## src/hw/pmac_pkg.sv

```systemverilog
// Package for the attribute command unit: offsets, codes, field layouts, timing
package pmac_pkg;

  // ==========================================================
  // Register offsets on the reconfiguration port
  localparam logic [7:0] OFS_ARG_LO = 8'h84;
  localparam logic [7:0] OFS_ARG_HI = 8'h85;
  localparam logic [7:0] OFS_CODE_LO = 8'h86;
  localparam logic [7:0] OFS_CODE_HI = 8'h87;
  localparam logic [7:0] OFS_RET_LO = 8'h88;
  localparam logic [7:0] OFS_RET_HI = 8'h89;
  localparam logic [7:0] OFS_SENT = 8'h8a;
  localparam logic [7:0] OFS_BUSY = 8'h8b;
  localparam logic [7:0] OFS_LOAD = 8'h90;
  localparam int SENT_BIT = 7;
  localparam int BUSY_BIT = 0;
  localparam int LOAD_BIT = 0;

  // ==========================================================
  // Attribute codes and return values
  localparam logic [15:0] CMD_PWR = 16'h0001;
  localparam logic [15:0] CMD_PRBS = 16'h0002;
  localparam logic [15:0] CMD_CMP = 16'h0003;
  localparam logic [15:0] CMD_TXDIV = 16'h0005;
  localparam logic [15:0] CMD_RXDIV = 16'h0006;
  localparam logic [15:0] CMD_LPBK = 16'h0008;
  localparam logic [15:0] CMD_TUNE = 16'h000a;
  localparam logic [15:0] CMD_SLIP = 16'h000e;
  localparam logic [15:0] CMD_CAL = 16'h0011;
  localparam logic [15:0] RET_FAIL = 16'h0000;
  localparam logic [15:0] RET_BAD = 16'h00ff;
  localparam logic [15:0] EQ_RST_ARG = 16'hffff;

  // ==========================================================
  // Field encodings
  localparam logic [3:0] TUNE_INIT = 4'h1;
  localparam logic [3:0] TUNE_FREEZE = 4'h2;
  localparam logic [3:0] TUNE_CONT = 4'h6;
  localparam logic [2:0] PAT_USER = 3'h7;
  localparam logic [2:0] RATE_MAX = 3'h3;
  localparam logic [2:0] SEL_RSV_A = 3'h1;
  localparam logic [2:0] SEL_RSV_B = 3'h5;
  localparam logic [2:0] SEL_ONES = 3'h7;
  localparam logic [7:0] RATIO_NONE = 8'h00;

  // ==========================================================
  // Timing: cycles the analog channel takes to act on a command
  localparam logic [3:0] EXEC_CYC = 4'h4;
  localparam int SLIP_TOT_W = 10;

  // ==========================================================
  // Types
  typedef enum logic [2:0] {
    FS_IDLE = 3'h1,
    FS_XFER = 3'h2,
    FS_EXEC = 3'h4
  } pmac_fsm_t;

  typedef struct packed {
    logic [15:0] code;
    logic [15:0] arg;
  } pmac_mbox_t;

  typedef struct packed {
    logic [2:0] pat;
    logic gen_on;
    logic reseed;
    logic autoseed;
    logic stop_err;
    logic tx_load;
    logic rx_chk;
  } pmac_prbs_t;

  typedef struct packed {
    logic en;
    logic sum;
    logic [2:0] src;
    logic [2:0] tgt;
  } pmac_cmp_t;

  typedef struct packed {
    logic [7:0] ratio;
    logic [2:0] rate;
    logic slave;
    logic ref_b;
  } pmac_div_t;

endpackage : pmac_pkg

```

## src/hw/pmac_slip.sv

```systemverilog
// Phase slip issue and accumulation for the attribute command unit
`timescale 1ns/1ns
`default_nettype none

module pmac_slip
  import pmac_pkg::*;
(
  input wire logic clk_i,
  input wire logic rstn_i,
  input wire logic trig_i,
  input wire logic [5:0] cnt_i,
  input wire logic ana_rst_i,
  output logic go_o,
  output logic [5:0] amt_o,
  output logic [SLIP_TOT_W-1:0] total_o
);

  logic go_reg;
  logic go_next;
  logic [5:0] amt_reg;
  logic [5:0] amt_next;
  logic [SLIP_TOT_W-1:0] tot_reg;
  logic [SLIP_TOT_W-1:0] tot_next;

  // ==========================================================
  // Each slip trigger adds the count again; analog reset or rstn_i clears the total
  always_comb begin
    go_next = trig_i; // [RL15]
    amt_next = trig_i ? cnt_i : amt_reg;
    tot_next = tot_reg;
    if (ana_rst_i) begin
      tot_next = '0;
    end else if (trig_i) begin
      tot_next = tot_reg + SLIP_TOT_W'(cnt_i); // [RL16]
    end
  end

  always_ff @(posedge clk_i or negedge rstn_i) begin
    if (!rstn_i) begin
      go_reg <= 1'b0;
      amt_reg <= '0;
      tot_reg <= '0;
    end else begin
      go_reg <= go_next;
      amt_reg <= amt_next;
      tot_reg <= tot_next;
    end
  end

  assign go_o = go_reg;
  assign amt_o = amt_reg;
  assign total_o = tot_reg;
endmodule : pmac_slip

`default_nettype wire

```

## src/hw/pmac_unit.sv

```systemverilog
// Attribute command unit: mailbox registers, command sequencer and decode
//
// Notes on behaviour
// [RL1] Host writes code to upper mailbox bytes, argument to lower bytes first.
// [RL2] Power argument bits 0,1,2 enable transmitter, receiver, output driver.
// [RL3] Power command returns its own code once settings are taken.
// [RL4] Pattern selector 0-6 picks PRBS polynomial; 7 picks user pattern, PRBS off.
// [RL5] Pattern bits: reseed, autoseed, stop on error, load generator, enable checker.
// [RL6] Pattern and compare return zero when background busy, else own code.
// [RL7] Compare bit 0 enables, bit 1 picks ratio or sum comparison.
// [RL8] Compare source selector in low byte bits 6:4 picks data source.
// [RL9] Compare target selector in high byte bits 2:0, ones not allowed.
// [RL10] Transmit divider: ratio in low byte, rate code in high bits 2:0.
// [RL11] Divider high bits: 4 bonded slave, 6 reference B, 7 both directions.
// [RL12] Receive divider mirrors transmit; invalid returns 0x00FF; only while stopped. The unit accepts it in any power state.
// [RL13] Loopback bits change only with their enable bit; one mode at most.
// [RL14] Tuning: 1 initial, 2 freeze, 6 continuous; all ones resets equalization.
// [RL15] Phase slip takes 6-bit count; auto bit applies it on receiver enable.
// [RL16] Slips add up over repeated enables until an analog reset.
// [RL17] Host should pick slip counts matching the receive interface width.
// [RL18] Calibration marks transmit or receive path for recalibration at next enable.
// [RL19] Writing one to the load bit sends the mailbox as one command.
// [RL20] A status bit shows the command reached the analog channel.
// [RL21] Busy reads zero once the command finished and return value is valid.
// [RL22] Host waits for busy low before changing mailbox or loading again.
`timescale 1ns/1ns
`default_nettype none

module pmac_unit
  import pmac_pkg::*;
(
  input wire logic clk_i,
  input wire logic rstn_i,
  input wire logic [7:0] bus_addr_i,
  input wire logic bus_wr_i,
  input wire logic [7:0] bus_wdata_i,
  input wire logic bus_rd_i,
  output logic [7:0] bus_rdata_o,
  output logic bus_rvalid_o,
  input wire logic bg_busy_i,
  input wire logic ana_rst_i,
  output logic tx_en_o,
  output logic rx_en_o,
  output logic tx_out_en_o,
  output var pmac_prbs_t prbs_o,
  output var pmac_cmp_t cmp_o,
  output var pmac_div_t tx_div_o,
  output var pmac_div_t rx_div_o,
  output logic lb_ser_o,
  output logic lb_rpl_o,
  output logic eq_init_o,
  output logic eq_cont_o,
  output logic eq_rst_o,
  output logic tx_cal_o,
  output logic rx_cal_o,
  output logic slip_go_o,
  output logic [5:0] slip_amt_o,
  output logic [SLIP_TOT_W-1:0] slip_total_o
);

  // ==========================================================
  // Decode helpers
  function automatic logic hit(input logic [7:0] a, input logic [7:0] ofs);
    hit = (a == ofs);
  endfunction : hit

  function automatic logic sel_ok(input logic [2:0] s, input logic tgt);
    sel_ok = (s != SEL_RSV_A) && (s != SEL_RSV_B) && !(tgt && s == SEL_ONES);
  endfunction : sel_ok

  // ==========================================================
  // State
  pmac_fsm_t fsm_reg;
  pmac_fsm_t fsm_next;
  pmac_mbox_t mb_reg;
  pmac_mbox_t mb_next;
  logic [15:0] ret_reg;
  logic [15:0] ret_next;
  logic sent_reg;
  logic sent_next;
  logic busy_reg;
  logic busy_next;
  logic [3:0] wcnt_reg;
  logic [3:0] wcnt_next;
  logic [7:0] rdata_reg;
  logic [7:0] rdata_next;
  logic rvalid_reg;
  logic rvalid_next;

  logic [2:0] pwr_reg;
  logic [2:0] pwr_next;
  pmac_prbs_t prbs_reg;
  pmac_prbs_t prbs_next;
  pmac_cmp_t cmp_reg;
  pmac_cmp_t cmp_next;
  pmac_div_t txd_reg;
  pmac_div_t txd_next;
  pmac_div_t rxd_reg;
  pmac_div_t rxd_next;
  logic [1:0] lb_reg;
  logic [1:0] lb_next;
  logic eqc_reg;
  logic eqc_next;
  logic [1:0] calp_reg;
  logic [1:0] calp_next;
  logic [5:0] slc_reg;
  logic [5:0] slc_next;
  logic sla_reg;
  logic sla_next;
  // Single-cycle strobes: eq init, eq reset, tx cal, rx cal, slip trigger
  logic [4:0] stb_reg;
  logic [4:0] stb_next;

  logic load_acc;
  logic exec_done;
  logic [7:0] lo;
  logic [7:0] hi;

  assign lo = mb_reg.arg[7:0];
  assign hi = mb_reg.arg[15:8];
  assign exec_done = (fsm_reg == FS_EXEC) && (wcnt_reg == '0);
  assign load_acc = bus_wr_i && hit(bus_addr_i, OFS_LOAD)
    && bus_wdata_i[LOAD_BIT] && (fsm_reg == FS_IDLE); // [RL19]

  // ==========================================================
  // Register port: mailbox writes and read-back
  always_comb begin
    mb_next = mb_reg;
    rdata_next = rdata_reg;
    rvalid_next = 1'b0;
    // Mailbox is frozen while a command is in flight so the channel sees a stable word
    if (bus_wr_i && !busy_reg) begin
      if (hit(bus_addr_i, OFS_ARG_LO)) begin
        mb_next.arg[7:0] = bus_wdata_i; // [RL1]
      end
      if (hit(bus_addr_i, OFS_ARG_HI)) begin
        mb_next.arg[15:8] = bus_wdata_i; // [RL1]
      end
      if (hit(bus_addr_i, OFS_CODE_LO)) begin
        mb_next.code[7:0] = bus_wdata_i; // [RL1]
      end
      if (hit(bus_addr_i, OFS_CODE_HI)) begin
        mb_next.code[15:8] = bus_wdata_i; // [RL1]
      end
    end
    if (bus_rd_i) begin
      rvalid_next = 1'b1;
      rdata_next = 8'h00;
      if (hit(bus_addr_i, OFS_ARG_LO)) begin
        rdata_next = mb_reg.arg[7:0];
      end
      if (hit(bus_addr_i, OFS_ARG_HI)) begin
        rdata_next = mb_reg.arg[15:8];
      end
      if (hit(bus_addr_i, OFS_CODE_LO)) begin
        rdata_next = mb_reg.code[7:0];
      end
      if (hit(bus_addr_i, OFS_CODE_HI)) begin
        rdata_next = mb_reg.code[15:8];
      end
      if (hit(bus_addr_i, OFS_RET_LO)) begin
        rdata_next = ret_reg[7:0];
      end
      if (hit(bus_addr_i, OFS_RET_HI)) begin
        rdata_next = ret_reg[15:8];
      end
      if (hit(bus_addr_i, OFS_SENT)) begin
        rdata_next[SENT_BIT] = sent_reg; // [RL20]
      end
      if (hit(bus_addr_i, OFS_BUSY)) begin
        rdata_next[BUSY_BIT] = busy_reg; // [RL21]
      end
    end
  end

  // ==========================================================
  // Sequencer and attribute decode
  always_comb begin
    pmac_div_t dv;
    logic [1:0] lbn;
    dv = '0;
    lbn = lb_reg;
    fsm_next = fsm_reg;
    ret_next = ret_reg;
    sent_next = sent_reg;
    busy_next = busy_reg;
    wcnt_next = wcnt_reg;
    pwr_next = pwr_reg;
    prbs_next = prbs_reg;
    cmp_next = cmp_reg;
    txd_next = txd_reg;
    rxd_next = rxd_reg;
    lb_next = lb_reg;
    eqc_next = eqc_reg;
    calp_next = calp_reg;
    slc_next = slc_reg;
    sla_next = sla_reg;
    stb_next = '0;
    unique case (fsm_reg)
      FS_IDLE: begin
        if (load_acc) begin
          busy_next = 1'b1; // [RL22]
          sent_next = 1'b0;
          fsm_next = FS_XFER;
        end
      end
      FS_XFER: begin
        sent_next = 1'b1; // [RL20]
        wcnt_next = EXEC_CYC - 4'h1;
        fsm_next = FS_EXEC;
      end
      FS_EXEC: begin
        if (wcnt_reg != '0) begin
          wcnt_next = wcnt_reg - 4'h1;
        end else begin
          busy_next = 1'b0; // [RL21]
          fsm_next = FS_IDLE;
          ret_next = mb_reg.code;
          unique case (mb_reg.code)
            CMD_PWR: begin
              pwr_next = lo[2:0]; // [RL2] [RL3]
              if (lo[0] && !pwr_reg[0] && calp_reg[0]) begin
                stb_next[2] = 1'b1; // [RL18]
                calp_next[0] = 1'b0;
              end
              if (lo[1] && !pwr_reg[1]) begin
                if (calp_reg[1]) begin
                  stb_next[3] = 1'b1; // [RL18]
                  calp_next[1] = 1'b0;
                end
                stb_next[4] = sla_reg; // [RL15] [RL16]
              end
            end
            CMD_PRBS: begin
              if (bg_busy_i) begin
                ret_next = RET_FAIL; // [RL6]
              end else begin
                prbs_next.pat = lo[2:0]; // [RL4]
                prbs_next.gen_on = (lo[2:0] != PAT_USER); // [RL4]
                prbs_next.reseed = lo[4]; // [RL5]
                prbs_next.autoseed = lo[5]; // [RL5]
                prbs_next.stop_err = lo[7]; // [RL5]
                prbs_next.tx_load = hi[0]; // [RL5]
                prbs_next.rx_chk = hi[1]; // [RL5]
              end
            end
            CMD_CMP: begin
              // Reserved selector codes are refused like a busy channel
              if (bg_busy_i || !sel_ok(lo[6:4], 1'b0) || !sel_ok(hi[2:0], 1'b1)) begin
                ret_next = RET_FAIL; // [RL6] [RL9]
              end else begin
                cmp_next.en = lo[0]; // [RL7]
                cmp_next.sum = lo[1]; // [RL7]
                cmp_next.src = lo[6:4]; // [RL8]
                cmp_next.tgt = hi[2:0]; // [RL9]
              end
            end
            CMD_TXDIV, CMD_RXDIV: begin
              if (hi[2:0] > RATE_MAX || lo == RATIO_NONE) begin
                ret_next = RET_BAD; // [RL12]
              end else begin
                dv.ratio = lo; // [RL10]
                dv.rate = hi[2:0]; // [RL10]
                dv.slave = hi[4]; // [RL11]
                dv.ref_b = hi[6]; // [RL11]
                if (mb_reg.code == CMD_TXDIV || hi[7]) begin
                  txd_next = dv; // [RL11]
                end
                if (mb_reg.code == CMD_RXDIV || hi[7]) begin
                  rxd_next = dv; // [RL12]
                end
              end
            end
            CMD_LPBK: begin
              if (hi[0]) begin
                lbn[0] = lo[0]; // [RL13]
              end
              if (hi[1]) begin
                lbn[1] = lo[4]; // [RL13]
              end
              // Newly selected mode displaces the other; a double request changes nothing
              if (lbn == 2'b11) begin
                if (hi[0] && hi[1]) begin
                  lbn = lb_reg; // [RL13]
                end else if (hi[0]) begin
                  lbn[1] = 1'b0; // [RL13]
                end else begin
                  lbn[0] = 1'b0; // [RL13]
                end
              end
              lb_next = lbn;
            end
            CMD_TUNE: begin
              if (mb_reg.arg == EQ_RST_ARG) begin
                stb_next[1] = 1'b1; // [RL14]
              end else if (lo[3:0] == TUNE_INIT) begin
                stb_next[0] = 1'b1; // [RL14]
              end else if (lo[3:0] == TUNE_FREEZE) begin
                eqc_next = 1'b0; // [RL14]
              end else if (lo[3:0] == TUNE_CONT) begin
                eqc_next = 1'b1; // [RL14]
              end
            end
            CMD_SLIP: begin
              slc_next = hi[5:0]; // [RL15]
              sla_next = hi[7]; // [RL15]
            end
            CMD_CAL: begin
              calp_next = calp_reg | lo[1:0]; // [RL18]
            end
            default: begin
              ret_next = RET_FAIL;
            end
          endcase
        end
      end
      default: begin
        fsm_next = FS_IDLE;
      end
    endcase
  end

  // ==========================================================
  always_ff @(posedge clk_i or negedge rstn_i) begin
    if (!rstn_i) begin
      fsm_reg <= FS_IDLE;
      mb_reg <= '0;
      ret_reg <= '0;
      sent_reg <= 1'b0;
      busy_reg <= 1'b0;
      wcnt_reg <= '0;
      rdata_reg <= '0;
      rvalid_reg <= 1'b0;
      pwr_reg <= '0;
      prbs_reg <= '0;
      cmp_reg <= '0;
      txd_reg <= '0;
      rxd_reg <= '0;
      lb_reg <= '0;
      eqc_reg <= 1'b0;
      calp_reg <= '0;
      slc_reg <= '0;
      sla_reg <= 1'b0;
      stb_reg <= '0;
    end else begin
      fsm_reg <= fsm_next;
      mb_reg <= mb_next;
      ret_reg <= ret_next;
      sent_reg <= sent_next;
      busy_reg <= busy_next;
      wcnt_reg <= wcnt_next;
      rdata_reg <= rdata_next;
      rvalid_reg <= rvalid_next;
      pwr_reg <= pwr_next;
      prbs_reg <= prbs_next;
      cmp_reg <= cmp_next;
      txd_reg <= txd_next;
      rxd_reg <= rxd_next;
      lb_reg <= lb_next;
      eqc_reg <= eqc_next;
      calp_reg <= calp_next;
      slc_reg <= slc_next;
      sla_reg <= sla_next;
      stb_reg <= stb_next;
    end
  end

  // ==========================================================
  // Slip issue and running total
  pmac_slip u_slip (
    .clk_i(clk_i),
    .rstn_i(rstn_i),
    .trig_i(stb_reg[4]),
    .cnt_i(slc_reg),
    .ana_rst_i(ana_rst_i),
    .go_o(slip_go_o),
    .amt_o(slip_amt_o),
    .total_o(slip_total_o)
  );

  // ==========================================================
  // Outputs
  assign bus_rdata_o = rdata_reg;
  assign bus_rvalid_o = rvalid_reg;
  assign tx_en_o = pwr_reg[0];
  assign rx_en_o = pwr_reg[1];
  assign tx_out_en_o = pwr_reg[2];
  assign prbs_o = prbs_reg;
  assign cmp_o = cmp_reg;
  assign tx_div_o = txd_reg;
  assign rx_div_o = rxd_reg;
  assign lb_ser_o = lb_reg[0];
  assign lb_rpl_o = lb_reg[1];
  assign eq_init_o = stb_reg[0];
  assign eq_rst_o = stb_reg[1];
  assign eq_cont_o = eqc_reg;
  assign tx_cal_o = stb_reg[2];
  assign rx_cal_o = stb_reg[3];

  // ==========================================================
  // Checks
  localparam int DONE_LAT = 6;
endmodule : pmac_unit

`default_nettype wire

```

## config.mk

```make
export PLATFORM = sky130hd
export DESIGN_NAME = pmac_unit
export DESIGN_NICKNAME = d
export VERILOG_FILES = /design/src/hw/pmac_pkg.sv /design/src/hw/pmac_slip.sv /design/src/hw/pmac_unit.sv
export SDC_FILE = /design/constraint.sdc
export NUM_CORES = 1
export LEC_CHECK = 0
export BUFFER_PORTS_ARGS = -buffer_cell sky130_fd_sc_hd__clkbuf_2
export CAP_MARGIN = 20
export CORE_MARGIN = 5
export CORE_UTILIZATION = 45
export CTS_BUF_LIST = sky130_fd_sc_hd__clkbuf_4 sky130_fd_sc_hd__clkbuf_8
export DETAILED_ROUTE_END_ITERATION = 16
export GPL_TIMING_DRIVEN = 0
export PLACE_DENSITY_LB_ADDON = 0.05
export SYNTH_ARGS = -nofsm -noshare
export SYNTH_HDL_FRONTEND = slang
export SYNTH_SLANG_ARGS = --single-unit
```

## constraint.sdc

```tcl
create_clock -name clk_i -period 6.7 [get_ports clk_i]
set_input_delay 0 -clock clk_i [delete_from_list [all_inputs] [get_ports clk_i]]
set_output_delay 0 -clock clk_i [all_outputs]
set_load 0.05 [all_outputs]
```

==> out/qor.yml <==
global_route:
  track_usage_pct: 19.2
  grt_pass1_wl_mm: 26.6
  overflow: 0
  grt_antenna_before_repair: 0
  grt_pass1_vias: 4812
  grt_max_degree: 98
clocking:
  cts_buffers: 17
  cts_sinks: 146
  cts_tree: "yes"
  clockBufferDepth: 2
  clkSlewWorstSetupHoldPaths_ns: 0.08
  clkLatencyLatePin_ns: 0.45
  htreeDepth: 4
  cts_hold_buf: 15
  cts_resized: 0
  post-cts-setup-buffers: 0
  cts_root_buffer: "clkbuf_8"
worst_setup_path:
  crit_path_max_incr_delay_ns: 0.43
  worst-path-buf-inv: 1
  critical-path-top-delay-family: "simple AND/OR/NAND/NOR gates"
  end_kind: "flop"
  crit_required_ns: 7.04
  cp-start-kind: "flop"
  path_max_fanout: 8
  worst_ep_arrival_time_ns: 3.00
  cpMaxStageDelayCell: "nand4_2"
  crit_chain: "inv_1 -> ha_1 -> nor3b_1 -> nand2_1 -> nor2_8 -> nand4_2 -> mux2_2"
  path_class: "flop to flop"
floorplan:
  die-area_um2: 17600
  initial_core_util_pct: 46.4
  fp.dieH_um: 133
  die_w_um: 133
  core_um2: 14600
  io_pins: 101
  fp-row-count: 44
layout:
  area_growth_pct: 20.3
  drive_gt1_share_pct: 39.3
  diodes: 0
  final_cells: 861
  fin_nets: 694
sta:
  tightest_slew_ns: 0.852
  hold_viol_final: 0
  fmax_mhz: 375
  finalSetupViolations: 0
  tns_ns: 0
  fin_ws_ns: 4.03
  finClkSkew_ns: 0.0164
  rsz0062_at_grt: "false"
  fin_crit_sh_pct: 39.8
  period_minus_slack_ns: 2.67
  slew_headroom_pct: 42.8
  maxSlewViolCount: 0
place:
  dp_slack_ns: 4.05
  routabilityCongestion: 0.797
  dp_hpwl_mm: 11.6
  portBuffers: 99
  place_inst: 814
power_and_ir_drop:
  p_int_mw: 1.39
  p_sw_share_pct: 24.5
  p_sw_uw: 450
  p_leak_nw: 4.11
  clkPwrFrac_pct: 43.3
  combPwrFrac_pct: 7.1
  ir_drop_mv: 0.140
  p_total_mw: 1.84
  power_density_nw_per_um2: 225
  seqPwrFrac_pct: 49.6
synthesis:
  synthFlopType: "dfrtp_1"
  synth_nets: 560
  async_reset_ff_share_pct: 100
  yosysSeqAreaShare_pct: 53.8
  syn_avg_cell_area_um2: 12.8
  ys_warn_count: 0
  syn_inst: 530
  synth_top_area_share_pct: 53.4
  synth-seq-cells: 146
  synth_edf_count: 0
  synth_top_area_cell: "dfrtp_1"
  syn-cell-area_um2: 6790
  yosysUniqueCellTypes: 65
  synth.area.top_cells: "dfrtp_1 (53%), mux2_2 (13%), mux2_4 (4.0%)"
routing:
  routedWlPerCell_um: 18.8
  drt_wl_total_mm: 16.1
  viasPerCell: 5.41
  drtIter0Drc: 206
  postRouteAntennaNets: 0
  firstDrtPassIters: 4
  drc: 0
  dr_total_vias: 4657
run:
  cap_violations: 0
status:
  status: "finished clean"
hold_path:
  hp-class: "primary input to async pin"
cell type report:
cell class | count | area [um2]
fill | 1257 | 6480
sequential | 146 | 3650
multi-input combinational | 348 | 2970
timing repair buffer | 115 | 682
clock buffer | 17 | 234
clock inverter | 15 | 231
tap | 184 | 230
buffer | 23 | 119
inverter | 13 | 48.8
layer usage:
metal	share of wire [%]	global-route usage [%]	up-vias
li1	-	-	2187
met1	47	26.3	2342
met2	47	30.0	106
met3	4.5	5.39	22
met4	1.4	5.54	0
met5	0	0	-
cell families (layout without fill, tap and decap cells):
kind of cell               after synthesis  after routing  synth area share [%]
AOI/OAI and AO/OA                       75             75                  6.76
DFF                                    146            146                  53.8
muxes                                  111            111                  20.7
buffers and inverters                   36            183                  2.47
adders and majority gates                8              8                  1.58
xor gates and xnor gates                 6              6                 0.774
and+or+nand+nor                        148            148                  13.9
power by group through the flow:
stage               Sequential [mW]  Clock [mW]  Combinational (mW)
floorplan                     0.931           0              0.0655
CTS                           0.911       0.815               0.132
global route                  0.913       0.857               0.144
global placement              0.928           0               0.121
finish                        0.911       0.796               0.130
detailed placement            0.929           0               0.126
Yosys cell counts, types with 5 or more instances:
library cell,n
ha_1,7
mux2_4,18
nor2b_1,17
inv_1,13
o21ai_0,17
buf_2,5
and3_1,5
nand3_1,6
nor3_1,9
mux2_2,81
nand2_1,19
a21oi_1,31
dfrtp_1,145
nand4_1,5
and2_1,12
nor2_1,39
mux4_2,8
clkbuf_1,13
cell usage in the layout, fill, tap and decap left out, types with 9 or more instances in the layout:
cell type,synthesis,layout
a21oi_1,31,31
dfrtp_1,145,145
nand2_1,19,19
nor3_1,9,9
clkbuf_2,0,98
clkbuf_1,13,13
nor2b_1,17,17
dlygate4sd3_1,0,15
mux2_2,81,81
mux2_4,18,18
nor2_1,39,39
clkbuf_8,0,18
o21ai_0,17,17
and2_1,12,12
inv_1,13,13
worst paths after layout:
kind                               start  slack [ns]  depth (start not counted)                 to
max                          wcnt_reg[0]        4.03                          7           cmp_o[2]
min                               rstn_i        0.06                          2  u_slip.total_o[1]
max reg2reg                  wcnt_reg[0]        4.03                          7           cmp_o[2]
min reg2reg                   stb_reg[4]        0.41                          0        u_slip.go_o
max in group asynchronous         rstn_i        5.83                          3              hi[7]
min in group clk_i         bus_addr_i[3]        0.09                          4     bus_rdata_o[0]
per-stage QoR:
| stage | hold WS [ns] | util (%) | cell area, um2 |
|---|---|---|---|
| 6_report | 0.0558 | 55.8 | 8170 |
| 2_1_floorplan | -0.296 | - | 6790 |
| 3_5_place_dp | -0.0232 | 51.6 | 7550 |
| 3_3_place_gp | 0.225 | 51.3 | 7510 |
| 4_1_cts | 0.0426 | 55.8 | 8170 |
| 5_1_grt | 0.0659 | 55.8 | 8170 |
Power figures use the tool's default switching activity.
